==> config.mk <==
export PLATFORM = sky130hd
export DESIGN_NAME = usart_modes
export DESIGN_NICKNAME = d
export VERILOG_FILES = /design/src/common/usart_modes_pkg.sv /design/src/verilog/usart_modes.sv
export SDC_FILE = /design/constraint.sdc
export NUM_CORES = 1
export LEC_CHECK = 0
export BUFFER_PORTS_ARGS = -buffer_cell sky130_fd_sc_hd__buf_4
export CAP_MARGIN = 15
export CORE_MARGIN = 2
export CORE_UTILIZATION = 30
export CTS_CLUSTER_DIAMETER = 80
export CTS_CLUSTER_SIZE = 24
export DETAILED_ROUTE_END_ITERATION = 7
export HOLD_SLACK_MARGIN = 0.08
export PLACE_DENSITY = 0.59
export REMOVE_ABC_BUFFERS = 1
export SLEW_MARGIN = 20
export SYNTH_ARGS = -nofsm -noshare
export SYNTH_HDL_FRONTEND = slang
export SYNTH_SLANG_ARGS = --single-unit
==> constraint.sdc <==
create_clock -name clk -period 3 [get_ports clk]
set_clock_uncertainty 0.05 [all_clocks]
set_input_delay 0.15 -clock clk [delete_from_list [all_inputs] [get_ports clk]]
set_output_delay 0.15 -clock clk [all_outputs]
set_load 0.005 [all_outputs]
==> src/common/usart_modes_pkg.sv <==
// Constants shared by the serial special-mode block
package usart_modes_pkg;
   // ----------------------------------------
   // Operating mode codes
   // ----------------------------------------
   localparam logic [3:0] MODE_NORMAL = 4'h0;
   localparam logic [3:0] MODE_RS485 = 4'h1;
   localparam logic [3:0] MODE_T0 = 4'h4;
   localparam logic [3:0] MODE_T1 = 4'h6;
   localparam logic [3:0] MODE_IRDA = 4'h8;
   // ----------------------------------------
   // Channel test modes
   // ----------------------------------------
   localparam logic [1:0] CH_NORMAL = 2'h0;
   localparam logic [1:0] CH_ECHO = 2'h1;
   localparam logic [1:0] CH_LOCAL = 2'h2;
   localparam logic [1:0] CH_REMOTE = 2'h3;
   // ----------------------------------------
   // Limits and pulse fraction
   // ----------------------------------------
   localparam int MAX_SENDS = 8;
   localparam int PULSE_NUM = 3;
   localparam int PULSE_DEN = 16;
   localparam int FILT_W = 8;
endpackage : usart_modes_pkg

==> src/verilog/usart_modes.sv <==
// Special modes of a serial transceiver: smart card, infrared, RS485, test modes
`timescale 1ns/1ns
module usart_modes #(
   parameter int BIT_CYC_W = 16
) (
   // Clock and reset
   input wire logic clk,
   input wire logic rst,
   // Configuration
   input wire logic [3:0] op_mode,
   input wire logic [1:0] channel_test_mode,
   input wire logic [2:0] max_iteration,
   input wire logic nack_limit_enable,
   input wire logic [7:0] infrared_filter_reg,
   input wire logic [BIT_CYC_W-1:0] bit_cycles,
   input wire logic clear_repeat_flag_cmd,
   // Core transmitter and receiver
   input wire logic tx_serial,
   input wire logic tx_empty_flag,
   input wire logic tx_char_done,
   input wire logic tx_nack_seen,
   input wire logic rx_char_done,
   input wire logic rx_parity_bad,
   input wire logic rx_enable,
   input wire logic tx_enable,
   output logic rx_serial,
   output logic tx_resend,
   output logic rx_send_nack,
   output logic rx_accept,
   output logic tx_parity_invert,
   output logic one_stop_bit,
   output logic parity_error_flag,
   output logic repeat_flag,
   output logic [2:0] iteration_count,
   // Pins
   input wire logic rxd_pin,
   output logic txd_pin,
   output logic rts_pin
);
   localparam logic [BIT_CYC_W-1:0] ONE_C = {{(BIT_CYC_W-1){1'b0}}, 1'b1};
   // Divide by shifting, so the denominator has to be a power of two
   localparam int PULSE_SH = $clog2(usart_modes_pkg::PULSE_DEN);
   localparam logic [BIT_CYC_W+1:0] PULSE_MUL = (BIT_CYC_W+2)'(usart_modes_pkg::PULSE_NUM);
   if (BIT_CYC_W < 5) begin : g_width_bad
      $error("bit_cycles too narrow");
   end
   if ((1 << PULSE_SH) != usart_modes_pkg::PULSE_DEN) begin : g_den_bad
      $error("pulse denominator not a power of two");
   end
   // ----------------------------------------
   // Pin synchroniser
   // ----------------------------------------
   logic rx_s1_r, rx_s2_r, rx_s3_r;
   always_ff @(posedge clk) begin
      if (rst) begin
         rx_s1_r <= 1'b1;
         rx_s2_r <= 1'b1;
         rx_s3_r <= 1'b1;
      end else begin
         rx_s1_r <= rxd_pin;
         rx_s2_r <= rx_s1_r;
         rx_s3_r <= rx_s2_r;
      end
   end
   wire rx_fall = rx_s3_r & ~rx_s2_r;
   wire rx_rise = ~rx_s3_r & rx_s2_r;
   wire is_t0 = (op_mode == usart_modes_pkg::MODE_T0);
   wire is_t1 = (op_mode == usart_modes_pkg::MODE_T1);
   wire is_sc = is_t0 | is_t1;
   wire is_ir = (op_mode == usart_modes_pkg::MODE_IRDA);
   // ----------------------------------------
   // T=0 transmit repetition
   // ----------------------------------------
   logic [2:0] iter_r;
   logic [2:0] nack_cnt_r;
   logic flag_r;
   wire tx_limit_hit = tx_nack_seen & (iter_r == max_iteration);
   wire rx_limit_hit = rx_char_done & rx_parity_bad & nack_limit_enable
                       & (nack_cnt_r == max_iteration);
   assign tx_resend = is_t0 & tx_nack_seen & (max_iteration != 3'h0)
                      & (iter_r < max_iteration);
   always_ff @(posedge clk) begin
      if (rst) begin
         iter_r <= 3'h0;
      end else if (!is_t0 || (tx_char_done && !tx_nack_seen)) begin
         iter_r <= 3'h0;
      end else if (tx_resend) begin
         iter_r <= iter_r + 3'h1;
      end else if (tx_nack_seen) begin
         iter_r <= 3'h0;
      end
   end
   assign iteration_count = iter_r;
   // ----------------------------------------
   // T=0 receive NACK limiting
   // ----------------------------------------
   wire rx_bad_t0 = is_t0 & rx_char_done & rx_parity_bad;
   assign rx_send_nack = rx_bad_t0 & ~rx_limit_hit;
   assign rx_accept = is_sc & rx_char_done & (~rx_parity_bad | rx_limit_hit);
   always_ff @(posedge clk) begin
      if (rst) begin
         nack_cnt_r <= 3'h0;
      end else if (!is_t0 || (rx_char_done && (!rx_parity_bad || rx_limit_hit))) begin
         nack_cnt_r <= 3'h0;
      end else if (rx_bad_t0) begin
         nack_cnt_r <= nack_cnt_r + 3'h1;
      end
   end
   // ----------------------------------------
   // Repeat flag, set wins over clear
   // ----------------------------------------
   wire flag_set = is_t0 & (max_iteration != 3'h0) & (tx_limit_hit | rx_limit_hit);
   always_ff @(posedge clk) begin
      if (rst) begin
         flag_r <= 1'b0;
      end else if (flag_set) begin
         flag_r <= 1'b1;
      end else if (clear_repeat_flag_cmd && is_sc) begin
         flag_r <= 1'b0;
      end
   end
   assign repeat_flag = flag_r;
   // ----------------------------------------
   // T=1 stop bit and smart-card parity flag
   // ----------------------------------------
   logic parity_error_flag_r;
   assign one_stop_bit = is_t1;
   assign tx_parity_invert = 1'b0;
   always_ff @(posedge clk) begin
      if (rst) begin
         parity_error_flag_r <= 1'b0;
      end else if (is_sc && rx_char_done && rx_parity_bad) begin
         parity_error_flag_r <= 1'b1;
      end else if (clear_repeat_flag_cmd && is_sc) begin
         parity_error_flag_r <= 1'b0;
      end
   end
   assign parity_error_flag = parity_error_flag_r;
   // ----------------------------------------
   // Infrared modulator
   // ----------------------------------------
   logic [BIT_CYC_W-1:0] mod_cnt_r;
   logic tx_prev_r, ir_tx_r;
   wire [BIT_CYC_W+1:0] pulse_prod = {2'b00, bit_cycles} * PULSE_MUL;
   wire [BIT_CYC_W-1:0] pulse_len = BIT_CYC_W'(pulse_prod >> PULSE_SH);
   always_ff @(posedge clk) begin
      if (rst) begin
         mod_cnt_r <= '0;
         tx_prev_r <= 1'b1;
         ir_tx_r <= 1'b0;
      end else begin
         tx_prev_r <= tx_serial;
         if (is_ir && tx_enable && !tx_serial && (tx_prev_r || mod_cnt_r == bit_cycles)) begin
            mod_cnt_r <= ONE_C;
            ir_tx_r <= 1'b1;
         end else if (mod_cnt_r != '0) begin
            mod_cnt_r <= (mod_cnt_r == bit_cycles) ? '0 : mod_cnt_r + ONE_C;
            if (mod_cnt_r >= pulse_len) ir_tx_r <= 1'b0;
         end else begin
            ir_tx_r <= 1'b0;
         end
      end
   end
   // ----------------------------------------
   // Infrared demodulator filter
   // ----------------------------------------
   logic [7:0] filt_r;
   logic filt_run_r;
   logic [BIT_CYC_W-1:0] low_cnt_r;
   always_ff @(posedge clk) begin
      if (rst) begin
         filt_r <= 8'h00;
         filt_run_r <= 1'b0;
      end else if (rx_rise || !is_ir || !rx_enable) begin
         filt_r <= infrared_filter_reg;
         filt_run_r <= 1'b0;
      end else if (rx_fall) begin
         filt_r <= infrared_filter_reg;
         filt_run_r <= 1'b1;
      end else if (filt_run_r) begin
         if (filt_r == 8'h00) filt_run_r <= 1'b0;
         else filt_r <= filt_r - 8'h01;
      end
   end
   wire filt_hit = filt_run_r & (filt_r == 8'h00) & ~rx_rise;
   always_ff @(posedge clk) begin
      if (rst || !is_ir || !rx_enable) begin
         low_cnt_r <= '0;
      end else if (filt_hit) begin
         low_cnt_r <= bit_cycles;
      end else if (low_cnt_r != '0) begin
         low_cnt_r <= low_cnt_r - ONE_C;
      end
   end
   wire ir_rx = (low_cnt_r == '0);
   // ----------------------------------------
   // Channel routing and RS485
   // ----------------------------------------
   wire rx_line = is_ir ? ir_rx : rx_s2_r;
   wire tx_line = is_ir ? ~ir_tx_r : tx_serial;
   logic rxo_r, txo_r, rts_r;
   always_ff @(posedge clk) begin
      if (rst) begin
         rxo_r <= 1'b1;
         txo_r <= 1'b1;
      end else begin
         unique case (channel_test_mode)
            usart_modes_pkg::CH_NORMAL: begin
               rxo_r <= rx_line;
               txo_r <= tx_line;
            end
            usart_modes_pkg::CH_ECHO: begin
               rxo_r <= rx_line;
               txo_r <= rx_s2_r;
            end
            usart_modes_pkg::CH_LOCAL: begin
               rxo_r <= tx_serial;
               txo_r <= 1'b1;
            end
            usart_modes_pkg::CH_REMOTE: begin
               rxo_r <= 1'b1;
               txo_r <= rx_s2_r;
            end
         endcase
      end
   end
   always_ff @(posedge clk) begin
      if (rst) begin
         rts_r <= 1'b0;
      end else begin
         rts_r <= (op_mode == usart_modes_pkg::MODE_RS485) & ~tx_empty_flag;
      end
   end
   assign rx_serial = rxo_r;
   assign txd_pin = txo_r;
   assign rts_pin = rts_r;
endmodule : usart_modes
==> results.py, run 1 <==
metrics = {
    "global_route": {
        "grt.overflow.total": 0,
        "grt_pass1_wl_mm": 17.24,
        "grt_pass1_vias": 3704,
        "antenna_found_initial": 0,
        "grt_max_degree": 21,
        "grtUsageTotal_pct": 14.78,
    },
    "sta": {
        "min_period_over_period_pct": 93.39,
        "rsz0062_at_grt": "no",
        "tns_ps": 0,
        "setup_viol": 0,
        "max_freq_mhz": 356.9,
        "slew_violations": 0,
        "tightest_slew_ps": 779.2,
        "slew_headroom_pct": 47.58,
        "hold_viol_final": 0,
        "period_needed_ps": 2802,
    },
    "synth": {
        "avgSynthCellArea_um2": 8.189,
        "synth_compound_area_share_pct": 13.67,
        "synth-edff-count": 0,
        "synth-adder-area-share_pct": 12.00,
        "synth_top_family_by_area": "simple AND/OR/NAND/NOR gates",
        "yosys.area_share.simple_pct": 28.52,
        "synthCells": 494,
        "syn-cell-area_mm2": 0.004045,
        "yosysSeqAreaShare_pct": 28.21,
        "ys.warnings.count": 0,
        "ys_seq_elements": 57,
        "async_reset_ff_share_pct": 0,
        "synth_mux_area_share_pct": 1.516,
        "synth_ff_type": "dfxtp_1",
        "synth_xor_area_share_pct": 12.99,
        "synth_cell_types": 59,
    },
    "route": {
        "drc": 0,
        "drt-total-wl_mm": 10.25,
        "via_count": 3779,
        "antenna_left": 0,
        "initialDrtViolationCount": 191,
        "routedWlPerCell_um": 13.38,
        "viasPerCell": 4.933,
        "firstDrtPassIters": 4,
    },
    "worst_setup_path": {
        "crit_buf_inv": 1,
        "crit_required_ps": 3150,
        "cp_slowest_cell": "or4_1",
        "startpoint": "bit_cycles[3]",
        "worstSetupEndpointType": "flop",
        "slowest_delay_ps": 510,
        "critical-path-top-delay-family": "simple AND/OR/NAND/NOR gates",
        "start_kind": "primary input",
        "crit_fanout": 4,
        "critical_path.cell_chain": "buf_4 -> ha_1 -> a211o_1 -> o211ai_1 -> a31oi_1 -> o21a_2 -> or4_1 -> nand3_1 -> ha_1 -> nand3_1 -> or4_1 -> a31oi_1 -> o22ai_1",
        "r2r-start": "mod_cnt_r[11]",
        "arrival_ps": 2950,
        "worstSetupPathType": "primary input to flop",
    },
    "placed_design": {
        "gp_congestion": 0.8723,
        "placed_area_mm2": 0.004745,
        "placed_cells": 731,
        "port_buffers": 57,
        "hpwlAfterDp_mm": 7.654,
    },
    "die": {
        "num_rows": 42,
        "initial_core_util_pct": 30.67,
        "ios": 59,
        "core_area_mm2": 0.01319,
        "fp.dieArea_mm2": 0.01443,
        "die-width_um": 120.1,
        "fp.dieH_um": 120.1,
    },
    "finish": {
        "final_cells": 766,
        "final_layout_size_suffix_gt1_share_pct": 17.63,
        "fill_cells": 1300,
        "nets": 670,
        "area_growth_pct": 29.20,
        "final_cell_mix": "buf_4, nor2_1, dfxtp_1, nand2_1, ha_1",
        "final_common_cell": "buf_4",
        "design_area_mm2": 0.005226,
        "num_antenna_cells": 0,
    },
    "cts": {
        "ctsHtreeMaxLevel": 3,
        "cts_sinks": 57,
        "cts_tree": "yes",
        "clk_pin_slew_ps": 50,
        "cts_setup_buffers": 0,
        "cts.root.buffer_cell": "clkbuf_16",
        "clock_path_buffers": 2,
        "cts_buffers": 9,
        "clk_latency_ps": 330,
    },
    "power_and_ir_drop": {
        "sw_frac_of_total_pct": 26.60,
        "ir_drop_uv": 214.0,
        "powerDensity_mw_per_mm2": 418.7,
        "internal-power_mw": 1.606,
        "power_mw": 2.188,
        "p_leak_nw": 2.223,
        "power.switching_mw": 0.5820,
        "combPwrFrac_pct": 19.5,
        "clkPwrFrac_pct": 44.2,
        "p_seq_share_pct": 36.3,
    },
    "run_status": {
        "status": "finished clean",
    },
    "worst_hold_path": {
        "holdCritPathClass": "primary input to flop",
        "hp-start": "infrared_filter_reg[5]",
    },
    "flow_run": {
        "maxCapViolCount": 0,
    },
}
synthesized netlist by cell type, drive strengths merged, types with 5 or more instances:
library cell / number / share of area [%]
nor3b: 5 / 0.93
xor2: 25 / 5.4
nand3: 21 / 2.6
nand4: 10 / 1.5
nand2: 43 / 4.1
mux2i: 5 / 1.2
a21o: 7 / 1.3
nor2: 67 / 6.2
a211oi: 13 / 2.4
buf: 7 / 1.1
and3: 9 / 1.4
or4: 5 / 1.1
or2: 6 / 0.93
ha: 38 / 12
xnor2: 35 / 7.6
inv: 16 / 1.5
nor4: 9 / 1.8
o21ai: 12 / 1.5
nand2b: 7 / 1.1
and2: 5 / 0.77
dfxtp: 57 / 28
nor2b: 7 / 1.1
a21oi: 25 / 3.1
nor3: 12 / 1.7
power by group through the flow:
stage	logic [mW]	registers, mW	clock network (mW)
4_1_cts	0.427	0.793	0.987
3_3_place_gp	0.396	0.808	0
3_5_place_dp	0.404	0.809	0
5_1_grt	0.483	0.795	1.03
2_1_floorplan	0.252	0.805	0
6_report	0.427	0.794	0.968
layout make-up:
type	instances	area (um^2)	area share (%)
flip-flops and latches	57	1141	21.83
clock inverters	3	15.01	0.2873
clock buffers	12	266.5	5.099
multi-input cells	410	2783	53.24
repair buffers	92	740.7	14.17
well taps	176	220.2	4.214
inverters	16	60.06	1.149
metal layers:
metal	wire length [um]	vias to the layer above	global-route usage, %	part of all wire, %
met5	0	-	0	0
met4	234	0	6.250	2.3
met3	619	20	2.899	6.0
met2	4420	104	23.33	43
met1	4975	1719	19.60	49
li1	-	1936	-	-
what timing repair did:
item	4_1_cts	5_1_grt
gates resized for setup	0	0
hold buffers	20	0
hold endpoints to repair	19	0
worst register-to-register path, cell delays in order (launching register included):
cell and delay (ps):
dfxtp_1 370, xnor2_1 310, nand4_1 160, nor4_1 720, o21ai_0 330, and3_1 250
logic make-up (layout without fill, tap and decap cells):
family	after synthesis	in the layout
compound gates	83	83
xor+xnor	60	60
fa+ha+maj	39	39
buf+inv	27	123
flops	57	57
mux	6	6
other cells	1	1
simple gates	221	221
through the flow:
step | setup slack (ps) | hold WS [ps] | util [%]
2_1_floorplan | 181.1 | 169.1 | -
3_3_place_gp | -64.93 | 264.7 | 35.97
3_5_place_dp | -141.8 | 268.0 | 35.97
4_1_cts | 214.8 | 80.70 | 39.62
5_1_grt | 27.21 | 86.94 | 39.62
6_report | 198.4 | 88.10 | 39.62
registers in the layout, summed over array words and instances (netlist names), 3 cells and up:
register,count
nack_cnt_r,3
mod_cnt_r,16
low_cnt_r,16
iteration_count,3
filt_r,8
final timing paths:
kind,slack (ps),endpoint,depth (start not counted)
worst max-delay path,200,ir_tx_r,13
worst min-delay path,90,filt_r[5],3
worst max register to register,720,mod_cnt_r[1],5
worst min register to register,360,rx_s2_r,1
(Power assumes the default switching activity.)
==> run 2, diff against run 1 <==
--- a/config.mk
+++ b/config.mk
@@ -14,6 +14,7 @@
 export DETAILED_ROUTE_END_ITERATION = 7
 export HOLD_SLACK_MARGIN = 0.08
 export PLACE_DENSITY = 0.59
+export RECOVER_POWER = 25
 export REMOVE_ABC_BUFFERS = 1
 export SLEW_MARGIN = 20
 export SYNTH_ARGS = -nofsm -noshare
==> results.py, run 2 (synthesis gave the netlist of run 1 again) <==
metrics = {
    "global_route": {
        "antenna_found_initial": 0,
        "grt_pass1_wl_mm": 17.24,
        "grt_pass1_vias": 3704,
        "grt.overflow.total": 0,
        "grtUsageTotal_pct": 14.78,
        "grt_max_degree": 21,
    },
    "finish": {
        "reg_top3": "low_cnt_r (16), mod_cnt_r (16), filt_r (8)",
        "num_antenna_cells": 0,
        "final_cell_mix": "nor2_1, buf_4, dfxtp_1, nand2_1, ha_1",
        "area_growth_pct": 29.01,
        "final_cells": 766,
        "final_common_cell": "nor2_1",
        "fill_cells": 1303,
        "fin_util_pct": 39.57,
        "final_layout_size_suffix_gt1_share_pct": 17.29,
        "nets": 670,
    },
    "power_and_ir_drop": {
        "combPwrFrac_pct": 19.5,
        "p_seq_share_pct": 36.3,
        "ir_drop_uv": 214.2,
        "clkPwrFrac_pct": 44.3,
        "p_leak_nw": 2.211,
        "powerDensity_mw_per_mm2": 419.0,
        "internal-power_mw": 1.605,
        "power.switching_mw": 0.5816,
        "sw_frac_of_total_pct": 26.60,
    },
    "worst_setup_path": {
        "worstSetupEndpointType": "flop",
        "r2r_slack_ps": 720,
        "arrival_ps": 2950,
        "crit_required_ps": 3150,
        "crit_fanout": 4,
        "start_kind": "primary input",
        "r2r-start": "mod_cnt_r[11]",
        "worstSetupPathType": "primary input to flop",
        "critical_path.cell_chain": "buf_4 -> ha_1 -> a211o_1 -> o211ai_1 -> a31oi_1 -> o21a_2 -> or4_1 -> nand3_1 -> ha_1 -> nand3_1 -> or4_1 -> a31oi_1 -> o22ai_1",
        "reg2regPathDepth": 5,
        "crit_buf_inv": 1,
        "rr_endpoint": "mod_cnt_r[1]",
        "cp_slowest_cell": "or4_1",
        "critical-path-top-delay-family": "simple AND/OR/NAND/NOR gates",
        "slowest_delay_ps": 510,
    },
    "cts": {
        "cts_sinks": 57,
        "ctsHtreeMaxLevel": 3,
        "cts_setup_buffers": 0,
        "cts_tree": "yes",
        "clock_path_buffers": 2,
        "cts.root.buffer_cell": "clkbuf_16",
        "clk_pin_slew_ps": 50,
        "post_cts_resized": 0,
        "postCtsHoldBufs": 20,
        "cts_buffers": 9,
        "clk_latency_ps": 330,
    },
    "route": {
        "drc": 0,
        "routedWlPerCell_um": 13.36,
        "via_count": 3780,
        "initialDrtViolationCount": 195,
        "firstDrtPassIters": 4,
        "drt-total-wl_mm": 10.23,
        "antenna_left": 0,
        "viasPerCell": 4.935,
    },
    "die": {
        "die-width_um": 120.1,
        "fp.dieArea_mm2": 0.01443,
        "ios": 59,
        "num_rows": 42,
        "fp.dieH_um": 120.1,
        "initial_core_util_pct": 30.67,
        "core_area_mm2": 0.01319,
    },
    "worst_hold_path": {
        "hp-start": "infrared_filter_reg[5]",
        "min_path_cells": 3,
        "holdCritPathClass": "primary input to flop",
        "min_to": "filt_r[5]",
    },
    "sta": {
        "rsz0062_at_grt": "no",
        "hold_viol_final": 0,
        "tightest_slew_ps": 782.9,
        "period_needed_ps": 2801,
        "max_freq_mhz": 357.0,
        "setup_viol": 0,
        "min_period_over_period_pct": 93.38,
        "slew_headroom_pct": 47.32,
        "slew_violations": 0,
    },
    "placed_design": {
        "port_buffers": 57,
        "gp_congestion": 0.8723,
        "hpwlAfterDp_mm": 7.654,
        "placed_cells": 731,
    },
    "flow_run": {
        "maxCapViolCount": 0,
    },
    "run_status": {
        "status": "finished clean",
    },
}
## run 2: cell types whose count changed in the layout (fill, tap and decap cells not counted)
cell,delta
buf_4,-11
clkbuf_4,+9
clkbuf_1,+2
and2_0,+1
and2_1,-1
## run 2: cell type report
type	count	area (um^2)	area share [%]
inverters	16	60.06	1.151
multi-input cells	410	2783	53.32
repair buffers	92	733.2	14.05
flip-flops and latches	57	1141	21.87
well taps	176	220.2	4.220
clock inverters	3	15.01	0.2877
clock buffers	12	266.5	5.107
## run 2: power by group through the flow
stage	Combinational [mW]	Clock, mW	Sequential [mW]
after floorplan	0.252	0	0.805
after global placement	0.396	0	0.808
after detailed placement	0.404	0	0.809
after CTS	0.427	0.987	0.793
after global routing	0.481	1.03	0.795
final	0.426	0.968	0.794
## run 2: how the worst max path moves through the flow
stage | from | end | slack, ps | depth (start not counted)
finish | bit_cycles[3] | ir_tx_r | 200 | 13
global route | bit_cycles[3] | ir_tx_r | 30 | 13
CTS | bit_cycles[3] | ir_tx_r | 210 | 13
detailed placement | bit_cycles[3] | ir_tx_r | -140 | 13
global placement | bit_cycles[3] | ir_tx_r | -60 | 13
floorplan | bit_cycles[3] | ir_tx_r | 180 | 12
## run 2: worst register-to-register path: stages, from the launching register on
cell     delay (ps)
dfxtp_1         370
xnor2_1         310
nand4_1         160
nor4_1          720
o21ai_0         330
and3_1          250
## run 2: routing by layer
layer | track usage [%] | part of all wire [%] | vias to the layer above
met5 | 0 | 0 | -
met2 | 23.33 | 43 | 104
met3 | 2.899 | 6.0 | 20
met4 | 6.250 | 2.3 | 0
li1 | - | - | 1936
met1 | 19.60 | 48 | 1720
## run 2: stage by stage
step	total power, mW	setup WS (ps)	hold WS [ps]	setup TNS (ps)	area, um^2
6_report	2.187	198.7	87.92	0	5219
5_1_grt	2.310	27.21	86.94	0	5219
4_1_cts	2.207	214.8	80.70	0	5226
3_5_place_dp	1.213	-141.8	268.0	-141.8	4745
3_3_place_gp	1.204	-64.93	264.7	-64.93	4745
2_1_floorplan	1.057	181.1	169.1	0	3984
